### config.mk
export PLATFORM = sky130hd
export DESIGN_NAME = pcw_top
export DESIGN_NICKNAME = d
export VERILOG_FILES = /design/src/logic/pcw_pkg.sv /design/src/logic/pcw_word_if.sv /design/src/logic/pcw_decode.sv /design/src/logic/pcw_shifter.sv /design/src/logic/pcw_top.sv
export SDC_FILE = /design/constraint.sdc
export NUM_CORES = 1
export LEC_CHECK = 0
export BUFFER_PORTS_ARGS = -buffer_cell sky130_fd_sc_hd__buf_4
export CORE_ASPECT_RATIO = 0.8
export CORE_MARGIN = 2
export CORE_UTILIZATION = 49
export CTS_CLUSTER_DIAMETER = 200
export CTS_CLUSTER_SIZE = 10
export DETAILED_ROUTE_END_ITERATION = 10
export GPL_TIMING_DRIVEN = 0
export PLACE_DENSITY = 0.86
export SETUP_SLACK_MARGIN = 0.05
export SLEW_MARGIN = 20
export SYNTH_ARGS = -nofsm -noshare
export SYNTH_HDL_FRONTEND = slang
export SYNTH_SLANG_ARGS = --single-unit
### constraint.sdc
create_clock -name sys_clk -period 1.45 [get_ports sys_clk]
set_input_delay 0.145 -clock sys_clk [delete_from_list [all_inputs] [get_ports sys_clk]]
set_output_delay 0.145 -clock sys_clk [all_outputs]
set_load 0.01 [all_outputs]
### src/logic/pcw_pkg.sv
package pcw_pkg;
  localparam int unsigned PCW_WORD_W = 32;
  localparam int unsigned PCW_SEL_W = 3;
  localparam int unsigned PCW_NUM_OUT = 5;
  localparam logic [1:0] PCW_ADDR_CODE = 2'h2;
  localparam int unsigned PCW_POS_ADDR = 0;
  localparam int unsigned PCW_POS_DIR = 2;
  localparam int unsigned PCW_POS_PRESET = 3;
  localparam int unsigned PCW_POS_CUR = 4;
  localparam int unsigned PCW_POS_PFD = 8;
  localparam int unsigned PCW_POS_FB = 10;
  localparam int unsigned PCW_POS_OUT = 13;
  localparam int unsigned PCW_POS_PD = 28;
  localparam int unsigned PCW_POS_PINFN = 29;
  localparam int unsigned PCW_POS_DIVRST = 30;
  localparam int unsigned PCW_POS_TRI = 31;
  localparam logic [31:0] PCW_RESET_VALUE = 32'hdb6db4a2;
  localparam logic [3:0] PCW_CUR_RESET = 4'ha;
  localparam logic [1:0] PCW_PFD_RESET = 2'h0;
  localparam logic [2:0] PCW_SEL_RESET = 3'h5;
  typedef enum logic [1:0] {PCW_IDLE, PCW_SHIFT, PCW_LATCH} pcw_state_t;
endpackage

### src/logic/pcw_word_if.sv
`timescale 1ns/1ps
interface pcw_word_if;
  logic word_valid;
  logic [31:0] word;
  modport src (output word_valid, output word);
  modport dst (input word_valid, input word);
endinterface
### src/logic/pcw_decode.sv
`timescale 1ns/1ps
module pcw_decode
  import pcw_pkg::*;
(
  // Stored word
  input wire logic [31:0] cfg,
  // Decoded controls
  output logic pump_negative,
  output logic pump_preset_midrail,
  output logic [3:0] pump_current,
  output logic [1:0] phase_detector_width,
  output logic [2:0] feedback_selector,
  output logic [14:0] out_selects,
  output logic power_down_n,
  output logic shared_pin_function_select,
  output logic divider_reset,
  output logic pump_tristate
);
  always_comb begin
    pump_negative = cfg[PCW_POS_DIR];
    pump_preset_midrail = cfg[PCW_POS_PRESET];
    pump_current = cfg[PCW_POS_CUR +: 4];
    phase_detector_width = cfg[PCW_POS_PFD +: 2];
    feedback_selector = cfg[PCW_POS_FB +: 3];
    out_selects = cfg[PCW_POS_OUT +: 15];
    power_down_n = cfg[PCW_POS_PD];
    shared_pin_function_select = cfg[PCW_POS_PINFN];
    divider_reset = 1'b0;
    pump_tristate = 1'b0;
    if (!cfg[PCW_POS_DIVRST]) begin
      divider_reset = 1'b1;
    end
    if (!cfg[PCW_POS_TRI]) begin
      pump_tristate = 1'b1;
    end
  end
endmodule

### src/logic/pcw_shifter.sv
`timescale 1ns/1ps
module pcw_shifter
  import pcw_pkg::*;
(
  // Clock and reset
  input wire logic sys_clk,
  input wire logic rst_n,
  // Serial port
  input wire logic ser_clk,
  input wire logic ser_data,
  input wire logic ser_le,
  // Assembled word
  pcw_word_if.src wo
);
  pcw_state_t state_reg, state_next;
  logic [31:0] sh_reg, sh_next;
  logic clk_d_reg;
  logic word_valid_reg, word_valid_next;

  // Data sampled on serial clock rise, MSB first
  always_comb begin
    state_next = state_reg;
    sh_next = sh_reg;
    word_valid_next = 1'b0;
    case (state_reg)
      PCW_IDLE: begin
        if (!ser_le) begin
          state_next = PCW_SHIFT;
        end
      end
      PCW_SHIFT: begin
        if (ser_clk && !clk_d_reg) begin
          sh_next = {sh_reg[30:0], ser_data};
        end
        if (ser_le) begin
          state_next = PCW_LATCH;
        end
      end
      PCW_LATCH: begin
        word_valid_next = 1'b1;
        state_next = PCW_IDLE;
      end
      default: state_next = PCW_IDLE;
    endcase
  end

  always_ff @(posedge sys_clk or negedge rst_n) begin
    if (!rst_n) begin
      state_reg <= PCW_IDLE;
      sh_reg <= 32'h0;
      clk_d_reg <= 1'b0;
      word_valid_reg <= 1'b0;
    end else begin
      state_reg <= state_next;
      sh_reg <= sh_next;
      clk_d_reg <= ser_clk;
      word_valid_reg <= word_valid_next;
    end
  end

  assign wo.word_valid = word_valid_reg;
  assign wo.word = sh_reg;
endmodule

### src/logic/pcw_top.sv
// Operation
// - Direction bit clear gives positive pump current, set gives negative, reference leading.
// - Preset bit set forces the pump output to half the pump supply.
// - Bits 4 to 7 are the pump current code, LSB at bit 4, reset 1010.
// - Bits 8 and 9 are the phase detector width code, reset zero.
// - Bits 10 to 12 are the feedback select code, reset 101.
// - Five 3-bit output select codes fill bits 13 to 27, each reset 101.
// - Bit 28 is active-low power down, reset set.
// - Bit 29 makes the shared pin a divider reset when clear, a hold input when set.
// - Clearing bit 30 resets all dividers like the reset pin; reset set.
// - Clearing bit 31 tri-states the pump like the hold pin; reset set.
`timescale 1ns/1ps
module pcw_top
  import pcw_pkg::*;
(
  // Clock and reset
  input wire logic sys_clk,
  input wire logic rst_n,
  // Serial programming port
  input wire logic ser_clk,
  input wire logic ser_data,
  input wire logic ser_le,
  // Shared control pin level
  input wire logic shared_pin,
  // Stored word
  output logic [31:0] pll_config_word_two,
  // Pump controls
  output logic pump_negative,
  output logic pump_preset_midrail,
  output logic [3:0] pump_current,
  output logic [1:0] phase_detector_width,
  output logic pump_tristate,
  // Selects
  output logic [2:0] feedback_selector,
  output logic [14:0] out_selects,
  // Device controls
  output logic power_down_n,
  output logic shared_pin_function_select,
  output logic divider_reset
);
  pcw_word_if wbus ();
  logic [31:0] cfg_reg, cfg_next;
  logic d_neg, d_pre, d_pd, d_fn, d_drst, d_tri;
  logic [3:0] d_cur;
  logic [1:0] d_pfd;
  logic [2:0] d_fb;
  logic [14:0] d_out;
  logic drst_reg, drst_next, tri_reg, tri_next;
  logic [27:0] ctl_reg, ctl_next;

  pcw_shifter u_shift (
    .sys_clk(sys_clk),
    .rst_n(rst_n),
    .ser_clk(ser_clk),
    .ser_data(ser_data),
    .ser_le(ser_le),
    .wo(wbus.src)
  );

  // Other word codes go to other registers
  always_comb begin
    cfg_next = cfg_reg;
    if (wbus.word_valid && wbus.word[PCW_POS_ADDR +: 2] == PCW_ADDR_CODE) begin
      cfg_next = wbus.word;
    end
  end

  pcw_decode u_dec (
    .cfg(cfg_reg),
    .pump_negative(d_neg),
    .pump_preset_midrail(d_pre),
    .pump_current(d_cur),
    .phase_detector_width(d_pfd),
    .feedback_selector(d_fb),
    .out_selects(d_out),
    .power_down_n(d_pd),
    .shared_pin_function_select(d_fn),
    .divider_reset(d_drst),
    .pump_tristate(d_tri)
  );

  // Pin acts in the role chosen by bit 29, ORed with the soft bits
  always_comb begin
    ctl_next = {d_neg, d_pre, d_cur, d_pfd, d_fb, d_out, d_pd, d_fn};
    drst_next = d_drst || (!d_fn && shared_pin);
    tri_next = d_tri || (d_fn && shared_pin);
  end

  always_ff @(posedge sys_clk or negedge rst_n) begin
    if (!rst_n) begin
      cfg_reg <= PCW_RESET_VALUE;
      ctl_reg <= {1'b0, 1'b0, PCW_CUR_RESET, PCW_PFD_RESET, PCW_SEL_RESET,
                  {PCW_SEL_RESET, PCW_SEL_RESET, PCW_SEL_RESET, PCW_SEL_RESET,
                   PCW_SEL_RESET}, 1'b1, 1'b0};
      drst_reg <= 1'b0;
      tri_reg <= 1'b0;
    end else begin
      cfg_reg <= cfg_next;
      ctl_reg <= ctl_next;
      drst_reg <= drst_next;
      tri_reg <= tri_next;
    end
  end

  always_comb begin
    pll_config_word_two = cfg_reg;
    {pump_negative, pump_preset_midrail, pump_current, phase_detector_width,
     feedback_selector, out_selects, power_down_n, shared_pin_function_select} = ctl_reg;
    divider_reset = drst_reg;
    pump_tristate = tri_reg;
  end
endmodule

### After elaboration in Yosys (flattened, before gate mapping)

Index checks and enable logic that the tools add are counted.

* bits in registers: 98
* input port bits: 6
* output and inout bits: 62

* equality and inequality tests: 5
* mux-type cells: 6
* reduce and logical (&&, ||, !) cells: 11

Operators with widths (number)
* $eq A2 B2 Y1 const B: 2
* $logic_and A1 B1 Y1: 4
* $mux W2: 2
* $ne A2 B2 Y1 const B: 2
* $pmux W2 S2: 1
* $reduce_and A2 Y1: 2
* $mux W1: 3
* $eq A2 B1 Y1 const B: 1
* $logic_not A1 Y1: 2
* $logic_not A2 Y1: 1
* $logic_or A1 B1 Y1: 2

### Depth between registers and ports, before layout

* depth in word-level cells: 3
* mapped depth: 4
* depth with buffers taken out: 2

### Hierarchy

From an unflattened synthesis, not the netlist that was laid out.

* cells, all modules: 207
* area, all modules: 3809.9 um2

Modules (own cells, without submodules)
* pcw_top: instances 1, cells an instance 101, area each 2120.8 um2
* pcw_shifter: instances 1, cells an instance 76, area each 1471.4 um2
* pcw_decode: instances 1, cells an instance 30, area each 217.7 um2

### Worst setup path after synthesis

OpenSTA, ideal clock, no wires.

* path type: reg2reg
* start point: register u_shift.state_reg[1]
* end point: register u_shift.sh_reg[10], in the netlist u_shift.wo.word[10]
* library setup time: 125 ps
* arrival time: 1267 ps
* data required time: 1325 ps
* slack: 58 ps
* stages on the path, launching flop included: 5
* period minus slack after synthesis: 1392 ps
* path through: dfrtp_1 -> nor4bb_1 -> buf_4 -> buf_12 -> mux2_4

* cells in the longest elaborated chain, start to end: 2

Ends and longest elaborated chain
* start, declared: RTL line pcw_shifter.sv:15 `pcw_state_t state_reg, state_next;`
* start signal, assigned: RTL line pcw_shifter.sv:54 `state_reg <= state_next;`
* $eq A2 B1 Y1: RTL line pcw_shifter.sv:25 `case (state_reg)`
* $reduce_and A2 Y1 (no source line)
* end signal, assigned: RTL line pcw_shifter.sv:55 `sh_reg <= sh_next;`
* end, declared: RTL line pcw_shifter.sv:16 `logic [31:0] sh_reg, sh_next;`

Every way passes these cells.
A chain may end at the register's enable or synchronous reset.

### Worst setup path in the final report

* start point: register u_shift.state_reg[1]
* end point: register u_shift.sh_reg[7], in the netlist u_shift.wo.word[7]

The elaborated chain is that of the path after synthesis.

==> results.yml <==
route:
  wl_per_cell_um: 15.4
  drtIter0Drc: 57
  ant_nets: 0
  dr.pass1.iters: 4
  drc_errors: 0
  dr_total_vias: 1712
  finalWirelength_um: 5550
  viasPerCell: 4.76
worst_setup_path:
  worstPathRequired_ps: 1700
  setup.worst_path.start: "u_shift.state_reg[1]"
  endpoint_kind: "flip-flop"
  arrival_ps: 1720
  reg2reg_from: "u_shift.state_reg[1]"
  path_max_fanout: 10
  path_class: "flip-flop to flip-flop"
  worst_setup_path_start_kind: "flip-flop"
  r2r_setup_slack_ps: -30
timing:
  skew_ps: 6.57
  maxSlewHeadroom_pct: 42.0
  setup_ws_ps: -27.0
  drv_slew: 0
  worst_pin_slew_ps: 871
  hold_viol_final: 0
  fin_crit_sh_pct: 102
  tns_ps: -616
  finalCriticalPeriod_ps: 1480
  rsz0062_at_grt: "yes"
  fmax_mhz: 677
  finalSetupViolCount: 31
yosys:
  netlist_top_cells_count: "dfrtp_1 (65), dfstp_2 (33), mux2_2 (32)"
  synth_seq_area_share_pct: 71.6
  synthArstFlopShare_pct: 100
  synth-edff-count: 0
  synthSimpleGateAreaFrac_pct: 1.65
  synth_adder_area_share_pct: 0
  synth_top_family_by_area: "multiplexers"
  synth_seq_cells: 98
  synth.area.mux_share_pct: 23.3
  ys.warnings.count: 0
  synth.avg_cell_area_um2: 19.1
  synth_top_area_share_pct: 46.7
  syn-cell-area_mm2: 0.00348
  synth-xor-area-share_pct: 0
  synthTopCellsByArea: "dfrtp_1 (47%), dfstp_2 (25%), mux2_4 (13%)"
  synth_nets: 188
  synth_cells: 182
  synth_top_area_cell: "dfrtp_1"
  synth_compound_area_share_pct: 0.144
  synth.most_common_cell: "dfrtp_1"
  ys.flop_type: "dfrtp_1"
  ys_types: 17
placement:
  port_buffers: 67
  routabilityCongestion: 0.673
  place_area_mm2: 0.00410
  hpwl_um: 3500
floorplan:
  num_io_pins: 68
  core_mm2: 0.00689
  die_w_um: 98.3
  die_y_um: 79.4
  rows: 27
  initial_core_util_pct: 50.5
  dieArea_mm2: 0.00780
global_route:
  grt_pass1_wl_um: 9020
  grt_max_degree: 99
  grt_pass1_vias: 1774
  antenna_found_initial: 0
  gr-usage-all-layers_pct: 15.3
  grt-ovfl-total: 0
status:
  violations: "negative setup slack"
  status: "finished with violations"
clocking:
  cts_root_buf: "clkbuf_8"
  numCtsBuffers: 9
  cts_tree: "built"
  cts.clk_slew.worst_paths_ps: 90
  cts.sinks: 98
  clk_latency_ps: 360
  ctsHtreeMaxLevel: 3
  clockBufferDepth: 2
worst_hold_path:
  hp-start: "pll_config_word_two[19]"
  hp-class: "flip-flop to flip-flop"
layout:
  layout-drive-gt1-share_pct: 70.3
  antennaDiodeCount: 0
  syn_to_final_growth_pct: 27.0
  nets: 274
  finalInstanceArea_mm2: 0.00442
  fillCellCount: 511
pwr:
  p_leak_nw: 2.21
  powerDensity_mw_per_mm2: 1250
  irDropWorstVdd_v: 0.000833
run:
  cap_violations: 0
[where the power goes]
part,leakage [nW],internal (W),total [W],switching (W)
Combinational,0.874,0.000337,0.000551,0.000214
Sequential,1.22,0.00293,0.00305,0.000120
Clock,0.113,0.00101,0.00195,0.000934
Total,2.21,0.00428,0.00554,0.00127
[final timing paths]
| path | end | cells after the start |
|---|---|---|
| max reg2reg | u_shift.wo.word[7] | 4 |
| max in group asynchronous | pll_config_word_two[9] | 2 |
| min in group asynchronous | ctl_reg[26] | 2 |
| min reg2reg | ctl_reg[8] | 0 |
| min | ctl_reg[8] | 0 |
| max | u_shift.wo.word[7] | 4 |
[logic make-up (layout without fill, tap and decap cells)]
logic type | count (synthesis) | in the layout
and+or+nand+nor | 9 | 9
AOI/OAI and AO/OA | 1 | 1
muxes | 62 | 62
buffers and inverters | 12 | 103
DFF | 98 | 98
[critical path, cell delays in order, from the launching register on]
cell	delay, ps
dfrtp_1	390
nor4bb_1	280
buf_4	230
buf_12	160
mux2_4	300
[per-layer routing]
layer	global-route usage, %	up-vias	routed length (um)
met5	0	-	0
met4	6.58	0	101
met3	5.52	10	323
met2	24.0	51	2640
met1	19.5	866	2490
li1	-	785	-
[cell type report]
type / instances / area, um2 / area share, %
Buffer: 11 / 131 / 2.97
Clock buffer: 12 / 178 / 4.02
Clock inverter: 4 / 55.1 / 1.24
Inverter: 1 / 3.75 / 0.0849
Multi-Input combinational cell: 72 / 873 / 19.7
Sequential cell: 98 / 2490 / 56.4
Tap cell: 87 / 109 / 2.46
Timing Repair Buffer: 75 / 579 / 13.1
[cells in the final DEF (no fill, tap or decap), types with 2 or more instances in the layout]
master          n
buf_6           4
clkbuf_16       2
dlygate4sd3_1   5
buf_12          3
clkbuf_8        9
nand2_1         2
clkinv_4        2
mux2_2         32
dfstp_2        33
dfrtp_1        65
buf_4          74
mux2_4         30
[per-stage QoR]
stage | hold slack (ps) | instances | worst slack [ps] | util [%] | total power (W)
2_1_floorplan | -151 | 182 | 58.3 | - | 0.00337
3_3_place_gp | 262 | 336 | -18.0 | 59.4 | 0.00361
3_5_place_dp | 263 | 336 | -68.2 | 59.5 | 0.00363
4_1_cts | -126 | 357 | -39.9 | 63.6 | 0.00561
5_1_grt | 380 | 360 | -89.0 | 64.2 | 0.00577
6_report | 375 | 360 | -27.0 | 64.2 | 0.00554
[what timing repair did]
action,4_1_cts,5_1_grt
buffers inserted,1,2
endpoints found under the setup margin,38,44
endpoints found under the hold margin,69,1
hold buffers,4,1
gates resized for setup,2,5
pin swaps,1,1
(Power assumes the default switching activity.)
